File: src/rtl/pts_defines.svh
// constants for the processor trap sequencer
`ifndef PTS_DEFINES_SVH
`define PTS_DEFINES_SVH
`define PTS_VEC_BUS_ERR 16'h0004
`define PTS_VEC_RESERVED 16'h0008
`define PTS_VEC_TRACE 16'h000C
`define PTS_VEC_IOT 16'h0010
`define PTS_VEC_POWER 16'h0014
`define PTS_VEC_EMT 16'h0018
`define PTS_VEC_TRAP 16'h001C
`define PTS_VEC_PARITY 16'h0072
`define PTS_VEC_MMU 16'h00A8
`define PTS_VEC_FPU 16'h00A4
`define PTS_CLK_NS 100
`define PTS_PF_RUN_NS 2000000
`define PTS_PF_RUN_CYC ((`PTS_PF_RUN_NS + `PTS_CLK_NS - 1) / `PTS_CLK_NS)
`define PTS_TIMEOUT_CYC 100
`define PTS_NSRC 12
`endif

File: src/rtl/pts_pkg.sv
// types for the processor trap sequencer
`default_nettype none
package pts_pkg;
  typedef enum logic [2:0] {
    PTS_IDLE = 3'b000,
    PTS_PUSH_PSW = 3'b001,
    PTS_PUSH_PC = 3'b010,
    PTS_READ_PC = 3'b011,
    PTS_READ_PSW = 3'b100,
    PTS_DONE = 3'b101
  } pts_state_t;
endpackage
`default_nettype wire

File: src/rtl/pts_trap_sequencer.sv
// trap sequencer: detects trap causes, pushes pc and status word, loads vectors
// Overview of operation
// - power-fail indication traps through vector 24
// - keep executing at least 2 msec after
// - power restore traps again through vector 24
// - odd-address word access aborts, traps via 4
// - flag time-out when no slave reply
// - bus time-out aborts instruction, traps via 4
// - reserved instruction traps through vector 10
// - push pc and status word, then run
// - other fixed-vector traps also serviced
`include "pts_defines.svh"
`default_nettype none
module pts_trap_sequencer #(
  parameter int PF_RUN_CYC = `PTS_PF_RUN_CYC,
  parameter int TIMEOUT_CYC = `PTS_TIMEOUT_CYC
) (
  // clock and reset
  input wire logic clk,
  input wire logic srst,
  // power monitor
  input wire logic power_fail,
  // core bus cycle
  input wire logic bus_master_sync,
  input wire logic bus_slave_sync,
  input wire logic bus_word_access,
  input wire logic bus_addr_lsb,
  // core trap causes, one-cycle pulses
  input wire logic reserved_instr,
  input wire logic stack_error,
  input wire logic parity_error,
  input wire logic mmu_violation,
  input wire logic fpu_exception,
  input wire logic trace_bit,
  input wire logic io_service_trap_instruction,
  input wire logic emulator_trap_instruction,
  input wire logic trap_instruction,
  // core state and memory port
  input wire logic [15:0] cur_pc,
  input wire logic [15:0] cur_processor_status_word,
  input wire logic [15:0] cur_sp,
  input wire logic [15:0] mem_rdata,
  input wire logic mem_ack,
  output logic mem_req,
  output logic mem_write,
  output logic [15:0] mem_addr,
  output logic [15:0] mem_wdata,
  // results to the core
  output logic abort_instr,
  output logic timeout_flag,
  output logic trap_busy,
  output logic load_state,
  output logic [15:0] new_pc,
  output logic [15:0] new_processor_status_word,
  output logic [15:0] new_sp,
  output logic pf_window
);
  localparam int NS = `PTS_NSRC;
  pts_pkg::pts_state_t state, next_state;
  logic [NS-1:0] pend;
  logic [NS-1:0] grant;
  logic [15:0] vec;
  logic [15:0] sp;
  logic pf_q;
  logic [$clog2(TIMEOUT_CYC+1)-1:0] to_cnt;
  logic [$clog2(PF_RUN_CYC+1)-1:0] pf_cnt;
  // source order is priority order, bit 0 highest
  wire logic odd_err = bus_master_sync & bus_word_access & bus_addr_lsb;
  wire logic to_err = bus_master_sync & ~bus_slave_sync
    & (to_cnt == ($bits(to_cnt))'(TIMEOUT_CYC - 1));
  wire logic pf_edge = power_fail ^ pf_q;
  wire logic [NS-1:0] raise = {trap_instruction, emulator_trap_instruction,
    io_service_trap_instruction, trace_bit, fpu_exception, mmu_violation,
    reserved_instr, parity_error, stack_error, pf_edge, to_err, odd_err};
  localparam logic [15:0] VEC_TAB [NS] = '{`PTS_VEC_BUS_ERR, `PTS_VEC_BUS_ERR,
    `PTS_VEC_POWER, `PTS_VEC_BUS_ERR, `PTS_VEC_PARITY, `PTS_VEC_RESERVED,
    `PTS_VEC_MMU, `PTS_VEC_FPU, `PTS_VEC_TRACE, `PTS_VEC_IOT,
    `PTS_VEC_EMT, `PTS_VEC_TRAP};
  wire logic take = (state == pts_pkg::PTS_IDLE) & (|pend);
  wire logic step = mem_req & mem_ack;
  genvar g;
  generate
    for (g = 0; g < NS; g++) begin : g_pri
      if (g == 0) begin : g_top
        assign grant[g] = pend[g];
      end else begin : g_rest
        assign grant[g] = pend[g] & ~(|pend[g-1:0]);
      end
    end
  endgenerate
  always_comb begin
    vec = 16'h0000;
    for (int i = 0; i < NS; i++) begin
      if (grant[i]) begin
        vec = VEC_TAB[i];
      end
    end
  end
  always_comb begin
    next_state = state;
    unique case (state)
      pts_pkg::PTS_IDLE: if (take) next_state = pts_pkg::PTS_PUSH_PSW;
      pts_pkg::PTS_PUSH_PSW: if (step) next_state = pts_pkg::PTS_PUSH_PC;
      pts_pkg::PTS_PUSH_PC: if (step) next_state = pts_pkg::PTS_READ_PC;
      pts_pkg::PTS_READ_PC: if (step) next_state = pts_pkg::PTS_READ_PSW;
      pts_pkg::PTS_READ_PSW: if (step) next_state = pts_pkg::PTS_DONE;
      pts_pkg::PTS_DONE: next_state = pts_pkg::PTS_IDLE;
      default: next_state = pts_pkg::PTS_IDLE;
    endcase
  end
  // a new cause landing in the cycle its bit is cleared stays pending
  always_ff @(posedge clk) begin
    if (srst) begin
      pend <= '0;
    end else begin
      pend <= (pend & ~(take ? grant : '0)) | raise;
    end
  end
  always_ff @(posedge clk) begin
    if (srst) begin
      to_cnt <= '0;
    end else if (bus_master_sync & ~bus_slave_sync & ~to_err) begin
      to_cnt <= to_cnt + 1'b1;
    end else begin
      to_cnt <= '0;
    end
  end
  always_ff @(posedge clk) begin
    if (srst) begin
      pf_q <= 1'b0;
      pf_cnt <= '0;
      pf_window <= 1'b0;
    end else begin
      pf_q <= power_fail;
      // the core is never halted by this block during the save window
      if (power_fail & ~pf_q) begin
        pf_cnt <= ($bits(pf_cnt))'(PF_RUN_CYC);
        pf_window <= 1'b1;
      end else if (pf_cnt != '0) begin
        pf_cnt <= pf_cnt - 1'b1;
        pf_window <= (pf_cnt != ($bits(pf_cnt))'(1));
      end
    end
  end
  always_ff @(posedge clk) begin
    if (srst) begin
      state <= pts_pkg::PTS_IDLE;
      abort_instr <= 1'b0;
      timeout_flag <= 1'b0;
      trap_busy <= 1'b0;
      load_state <= 1'b0;
      mem_req <= 1'b0;
      mem_write <= 1'b0;
      mem_addr <= 16'h0000;
      mem_wdata <= 16'h0000;
      new_pc <= 16'h0000;
      new_processor_status_word <= 16'h0000;
      new_sp <= 16'h0000;
      sp <= 16'h0000;
    end else begin
      state <= next_state;
      abort_instr <= odd_err | to_err;
      timeout_flag <= to_err;
      trap_busy <= (next_state != pts_pkg::PTS_IDLE);
      load_state <= (state == pts_pkg::PTS_DONE);
      mem_req <= 1'b0;
      unique case (state)
        pts_pkg::PTS_IDLE: if (take) begin
          sp <= cur_sp - 16'h0002;
          mem_req <= 1'b1;
          mem_write <= 1'b1;
          mem_addr <= cur_sp - 16'h0002;
          mem_wdata <= cur_processor_status_word;
          new_pc <= vec;
        end
        pts_pkg::PTS_PUSH_PSW: begin
          mem_req <= ~step;
          if (step) begin
            sp <= sp - 16'h0002;
            mem_req <= 1'b1;
            mem_addr <= sp - 16'h0002;
            mem_wdata <= cur_pc;
          end
        end
        pts_pkg::PTS_PUSH_PC: begin
          mem_req <= 1'b1;
          if (step) begin
            mem_write <= 1'b0;
            mem_addr <= new_pc;
          end
        end
        pts_pkg::PTS_READ_PC: begin
          mem_req <= 1'b1;
          if (step) begin
            mem_addr <= mem_addr + 16'h0002;
            new_pc <= mem_rdata;
          end
        end
        pts_pkg::PTS_READ_PSW: begin
          mem_req <= ~step;
          if (step) begin
            new_processor_status_word <= mem_rdata;
            new_sp <= sp;
          end
        end
        pts_pkg::PTS_DONE: mem_req <= 1'b0;
        default: mem_req <= 1'b0;
      endcase
    end
  end
  a_odd_abort: assert property (@(posedge clk) disable iff (srst)
    odd_err |=> abort_instr) else $error("odd access not aborted");
  a_timeout_abort: assert property (@(posedge clk) disable iff (srst)
    to_err |=> abort_instr && timeout_flag) else $error("time-out missed");
  a_pf_pending: assert property (@(posedge clk) disable iff (srst)
    pf_edge |=> pend[2]) else $error("power event lost");
  a_pf_window: assert property (@(posedge clk) disable iff (srst)
    (power_fail && !pf_q) |=> pf_window [*8]) else $error("save window short");
  a_restore_trap: assert property (@(posedge clk) disable iff (srst)
    (!power_fail && pf_q) |=> pend[2]) else $error("restore trap lost");
  a_reserved_vec: assert property (@(posedge clk) disable iff (srst)
    (take && grant[5]) |=> new_pc == `PTS_VEC_RESERVED) else $error("bad vector");
  a_push_first: assert property (@(posedge clk) disable iff (srst)
    take |=> mem_req && mem_write) else $error("no push after trap");
  a_one_grant: assert property (@(posedge clk) disable iff (srst)
    $onehot0(grant)) else $error("more than one grant");
  a_load_between: assert property (@(posedge clk) disable iff (srst)
    load_state |-> !trap_busy) else $error("next trap began before vector load");
  a_psw_addr: assert property (@(posedge clk) disable iff (srst)
    (state == pts_pkg::PTS_READ_PC && step) |=> mem_addr == $past(mem_addr) + 16'h0002)
    else $error("psw not at vector+2");
  a_bus_trap: assert property (@(posedge clk) disable iff (srst)
    (take && grant[0]) |=> new_pc == `PTS_VEC_BUS_ERR) else $error("bus vector");
  c_power: cover property (@(posedge clk) take && grant[2]);
  c_timeout: cover property (@(posedge clk) to_err);
  c_full_trap: cover property (@(posedge clk) load_state);
endmodule
`default_nettype wire

File: config.mk
export PLATFORM = sky130hd
export DESIGN_NAME = pts_trap_sequencer
export DESIGN_NICKNAME = d
export VERILOG_FILES = /design/src/rtl/pts_pkg.sv /design/src/rtl/pts_trap_sequencer.sv
export VERILOG_INCLUDE_DIRS = /design/src /design/src/rtl
export SDC_FILE = /design/constraint.sdc
export NUM_CORES = 1
export LEC_CHECK = 0
export ABC_AREA = 1
export BUFFER_PORTS_ARGS = -buffer_cell sky130_fd_sc_hd__buf_2
export CELL_PAD_IN_SITES_DETAIL_PLACEMENT = 1
export CELL_PAD_IN_SITES_GLOBAL_PLACEMENT = 1
export CORE_ASPECT_RATIO = 1.25
export CORE_MARGIN = 2
export CORE_UTILIZATION = 41
export CTS_CLUSTER_DIAMETER = 120
export DETAILED_ROUTE_END_ITERATION = 12
export PLACE_DENSITY_LB_ADDON = 0.1
export SYNTH_ARGS = -nofsm -noshare
export SYNTH_HDL_FRONTEND = slang
export SYNTH_SLANG_ARGS = --single-unit
File: constraint.sdc
create_clock -name clk -period 4 [get_ports clk]
set_input_delay 0 -clock clk [delete_from_list [all_inputs] [get_ports clk]]
set_output_delay 0 -clock clk [all_outputs]
set_load 0.03 [all_outputs]
Word level (Yosys, flattened, before mapping)
Index checks and enable logic that the tools add are counted.
{"block": "classes", "addsub": 5, "div_mod_pow": 0, "reduce_logical": 27, "n_mux": 41, "shifts": 0, "order_cmp": 0, "n_bitwise": 40, "n_mul": 0, "eq_ne": 11}
{"cell": "two-way mux 16 bit", "n": 18}
{"cell": "one-hot mux 16 bit (2 select lines)", "n": 3}
{"cell": "one-hot mux 16 bit (4 select lines)", "n": 1}
{"cell": "subtractor 16 x 2 -> 16 bit, second input constant", "n": 2}
{"cell": "two-way mux 15 bit", "n": 2}
{"cell": "two-way mux 3 bit", "n": 7}
{"cell": "AND 1 bit", "n": 19}
{"cell": "adder 16 x 2 -> 16 bit, second input constant", "n": 1}
{"cell": "inverter 1 bit", "n": 16}
{"cell": "!= test 15 x 1 -> 1 bit, second input constant", "n": 1}
{"cell": "one-hot mux 3 bit (5 select lines)", "n": 1}
{"cell": "nonzero test 15 bit", "n": 1}
{"cell": "subtractor 15 x 1 -> 15 bit, second input constant", "n": 1}
{"cell": "AND 12 bit", "n": 1}
{"cell": "two-way mux 12 bit", "n": 1}
{"cell": "inverter 12 bit", "n": 1}
{"cell": "bitwise OR 12 bit", "n": 1}
{"cell": "OR reduction 12 bit", "n": 1}
{"cell": "OR reduction 11 bit", "n": 1}
{"cell": "OR reduction 10 bit", "n": 1}
{"cell": "AND reduction 3 bit", "n": 3}
{"cell": "OR reduction 9 bit", "n": 1}
{"cell": "!= test 2 bit, second input constant", "n": 4}
{"cell": "nonzero test 2 bit", "n": 4}
{"cell": "other kinds (22)", "n": 32}
{"block": "word_totals", "romBits": 0, "n_memories": 0, "regBits": 141, "latchBits": 0, "output_inout_bits": 87, "wordCells": 143, "mem_bits_rw": 0, "inputBits": 81}

Longest topological paths before layout
{"block": "logic_depth", "ltp_word": 15, "ltp_mapped": 12, "mapped_depth_nobuf": 11}

Worst setup path before layout
Ideal clock, no wire load.
{"block": "synth_timing", "kind": "register to register", "start": "reg mem_addr[1]", "end": "reg mem_addr[11]", "setup_ns": 0.117, "path_stages_with_launch": 11, "required_time_ns": 3.883, "setup_slack_ns": 2.377, "n_path_buf": 0, "synth_period_minus_slack_ns": 1.623, "arrival_ns": 1.505, "path_cell_list": "dfxtp_1 ha_1 nand2_1 nor2_1 nand2_1 nor2_1 nand3_1 nand3_1 nand3_1 nor2_1 nor2_1"}
{"block": "synth_between", "elab_chain_len": 3}
{"element": "start: declaration", "line_no": "pts_trap_sequencer.sv:46", "rtl": "output logic [15:0] mem_addr,"}
{"element": "start signal: assignment", "line_no": "pts_trap_sequencer.sv:172", "rtl": "mem_addr <= cur_sp - 16'h0002;"}
{"element": "start signal: assignment", "line_no": "pts_trap_sequencer.sv:181", "rtl": "mem_addr <= sp - 16'h0002;"}
{"element": "start signal: assignment", "line_no": "pts_trap_sequencer.sv:189", "rtl": "mem_addr <= new_pc;"}
{"element": "adder 16 x 2 -> 16 bit", "line_no": "pts_trap_sequencer.sv:195", "rtl": "mem_addr <= mem_addr + 16'h0002;"}
{"element": "two-way mux 16 bit", "line_no": "pts_trap_sequencer.sv:194", "rtl": "if (step) begin"}
{"element": "one-hot mux 16 bit (4 select lines)", "line_no": "pts_trap_sequencer.sv:167", "rtl": "unique case (state)"}
No other way between the ends. The select of a mux whose other input is x is not followed.
A chain may end at the register's enable or synchronous reset.

Worst setup path in the final report
{"block": "layout_timing", "start": "reg pend[0]", "end": "reg mem_wdata[8]"}
{"block": "layout_between", "elab_chain_len": 4}
{"element": "start: declaration", "line_no": "pts_trap_sequencer.sv:60", "rtl": "logic [NS-1:0] pend;"}
{"element": "start signal: assignment", "line_no": "pts_trap_sequencer.sv:116", "rtl": "pend <= (pend & ~(take ? grant : '0)) | raise;"}
{"element": "OR reduction 12 bit", "line_no": "pts_trap_sequencer.sv:79", "rtl": "wire logic take = (state == pts_pkg::PTS_IDLE) & (|pend);"}
{"element": "AND 1 bit", "line_no": "pts_trap_sequencer.sv:79"}
{"element": "!= test 2 bit (no line)"}
{"element": "AND reduction 3 bit (no line)"}
{"element": "end signal: assignment", "line_no": "pts_trap_sequencer.sv:173", "rtl": "mem_wdata <= cur_processor_status_word;"}
{"element": "end signal: assignment", "line_no": "pts_trap_sequencer.sv:182", "rtl": "mem_wdata <= cur_pc;"}
{"element": "end: declaration", "line_no": "pts_trap_sequencer.sv:47", "rtl": "output logic [15:0] mem_wdata,"}
No other way between the ends.

==> qor.csv <==
metric;value;unit
drc;0;
synthFlopType;dfxtp_1;
post-cts-setup-buffers;0;
r2r_start;pend[0];
gp_congestion;0.865;
diodes;0;
synthToLayoutAreaGrowth;30.2;%
antenna_left;0;
initial_utilization;0.416;
cts_tree;yes;
stdcell_area;9360;um2
worstSetupPathType;reg -> reg;
synth_seq_cells;141;
fill_cells;2334;
first_pass_iters;5;
synthArstFlopShare;0;
drv_slew;0;
dieArea;18600;um2
slowest_delay;600;ps
ctsHtreeMaxLevel;4;
worst-path-buf-inv;1;
power_density;483;nW/um2
overflow;0;
tns;0;ps
avgRoutedWirePerCell;17.3;um
leakage;4.32;nW
rows;54;
grt_pass1_wl;42500;um
syn_area;7190;um2
synth_fp_nets;1168;
antenna_found_initial;0;
clkLatencyLatePin;440;ps
grt_max_degree;79;
drv_cap;0;
path_cells;nor2_2, nand2_2, nor2_4, nand2_1, nand2_2, nand2_4, o21ai_0, a31oi_1, dlygate4sd3_1;
place_area;8120;um2
io_pins;168;
setup_viol;0;
nets;1379;
grt_usage;0.289;
cp_top_family;simple AND/OR/NAND/NOR gates;
clk_pin_slew;70;ps
reg2reg_depth;9;
crit_path_frequent_cell;nand2_2;
min_period;2740;ps
cp-startpoint;pend[0];
r2r_slack;1260;ps
rsz0062_at_grt;false;
startpoint_type;flop;
synth_edf_count;0;
final-hold-violation-count;0;
max_slew_margin;0.368;
die_y;152;um
cp_max_fo;52;
synthDistinctLibCells;40;
dp_hpwl;18200;um
numCtsBuffers;17;
endpoint;mem_wdata[8];
core_area;17300;um2
ys_seq_area_frac;0.393;
r2r_end;mem_wdata[8];
status;completed;
grt_pass1_vias;8346;
finalCritPeriodShare;0.685;
clockBufferDepth;2;
fmaxAchievable;365;MHz
min_path_type;in -> reg;
syn_avg_cell_area;6.66;um2
worstPathRequired;4320;ps
drt_iter0_drc;367;
synth_cells;1079;
numPortBuffers;167;
die_width;122;um
layout-drive-gt1-share;0.176;
clock_skew;9.29;ps
cts.sinks;141;
cpMaxStageDelayCell;dlygate4sd3_1;
irDropWorstVdd;280;uV
dr_total_vias;8135;
root_buffer;clkbuf_16;
yosys_warnings;0;
finalWirelength;26400;um
via_per_inst;5.33;
endpoint_kind;flop;
cp.arrival;3060;ps
worst-slew-pin-transition;947;ps
cp.depth;9;
[how the worst min path moves through the flow]
stage / startpoint / endpoint / slack, ps / depth (start not counted)
after global placement: mmu_violation / pend[6] / 210 / 3
after detailed placement: mmu_violation / pend[6] / 220 / 3
after global routing: cur_sp[8] / sp[8] / 40 / 5
after floorplan: bus_slave_sync / timeout_flag / 90 / 1
final: cur_sp[13] / mem_addr[13] / 10 / 5
after CTS: cur_sp[8] / sp[8] / 10 / 5
[sequential cells by signal (all words and copies together) (netlist names)]
name,count
mem_write,1
pf_q,1
timeout_flag,1
load_state,1
new_processor_status_word,16
state,3
new_sp,16
new_pc,16
sp,16
pf_window,1
mem_wdata,16
abort_instr,1
to_cnt,7
pend,12
trap_busy,1
mem_addr,16
pf_cnt,15
mem_req,1
[layout make-up]
class / count / area [um2] / area share
multi-input cells: 793 / 3770 / 0.403
inverters: 98 / 368 / 0.0393
well taps: 224 / 280 / 0.0300
clock inverters: 15 / 150 / 0.0160
repair buffers: 239 / 1540 / 0.165
flip-flops and latches: 141 / 2820 / 0.302
clock buffers: 17 / 425 / 0.0455
[per-layer routing]
layer | part of all wire | GRT usage | routed length, um
met2 | 0.50 | 0.497 | 13200
met3 | 0.052 | 0.0642 | 1380
met4 | 0.022 | 0.0958 | 589
met1 | 0.43 | 0.353 | 11300
met5 | 0 | 0 | 0
[worst reg2reg max path: stages, from the launching register on]
cell and delay (ps):
dfxtp_1 330, nor2_2 170, nand2_2 130, nor2_4 200, nand2_1 100, nand2_2 280, nand2_4 370, o21ai_0 390
a31oi_1 70, dlygate4sd3_1 600
[placed cells by master (no fill, tap or decap), types with 5 or more instances in the layout]
cell / count
buf_2: 167
nand4_1: 14
nor2_1: 119
clkbuf_16: 17
nor3_1: 12
nand2_1: 270
inv_6: 7
o21ai_0: 77
dfxtp_1: 141
dlygate4sd3_1: 66
inv_1: 90
o21bai_1: 5
buf_4: 6
nand2_2: 5
a31oi_1: 25
xor2_1: 12
nand3_1: 104
o211ai_1: 5
inv_2: 7
xnor2_1: 6
a21oi_1: 100
ha_1: 8
[cells by family after synthesis]
family	after synthesis	share of synthesized area
and+or+nand+nor	546	0.323
buffers and inverters	145	0.0832
DFF	141	0.393
xor gates and xnor gates	18	0.0219
AOI/OAI and AO/OA	221	0.165
adders and majority gates	8	0.0139
[what timing repair did]
action                    CTS  global route
hold endpoints to repair   68             0
resized for setup           0             0
hold buffers               66             0
[per-stage QoR]
step	utilization	power, mW	setup WS (ps)	hold slack [ps]	cells
after global routing	0.541	4.76	1060	42.5	1527
after floorplan	-	2.51	2380	90.4	1079
after global placement	0.469	2.83	1690	212	1429
final	0.541	4.51	1260	13.4	1527
after CTS	0.541	4.52	1360	13.6	1527
after detailed placement	0.469	2.86	1530	222	1429
[cells in the mapped netlist (all sizes together) (2+ instances only)]
| master | number | share of area |
|---|---|---|
| nand2 | 276 | 0.15 |
| dfxtp | 141 | 0.39 |
| nor2 | 125 | 0.068 |
| nand3 | 105 | 0.075 |
| a21oi | 100 | 0.070 |
| inv | 97 | 0.051 |
| o21ai | 78 | 0.054 |
| a31oi | 25 | 0.022 |
| buf | 24 | 0.020 |
| clkbuf | 23 | 0.012 |
| nand4 | 14 | 0.012 |
| nor3 | 12 | 0.0084 |
| xor2 | 12 | 0.015 |
| ha | 8 | 0.014 |
| xnor2 | 6 | 0.0073 |
| o211ai | 5 | 0.0052 |
| o21bai | 5 | 0.0052 |
| or2 | 4 | 0.0035 |
| a211oi | 3 | 0.0031 |
| and3 | 3 | 0.0026 |
| nand3b | 3 | 0.0031 |
| nor4 | 2 | 0.0017 |
[where the power goes]
group	internal [mW]	leakage, nW	total, mW	switching [mW]
Sequential	1.55	1.16	1.71	0.167
Combinational	0.409	2.88	1.22	0.808
Clock	0.876	0.276	1.59	0.710
No activity file was read; power rests on OpenSTA's default activity.
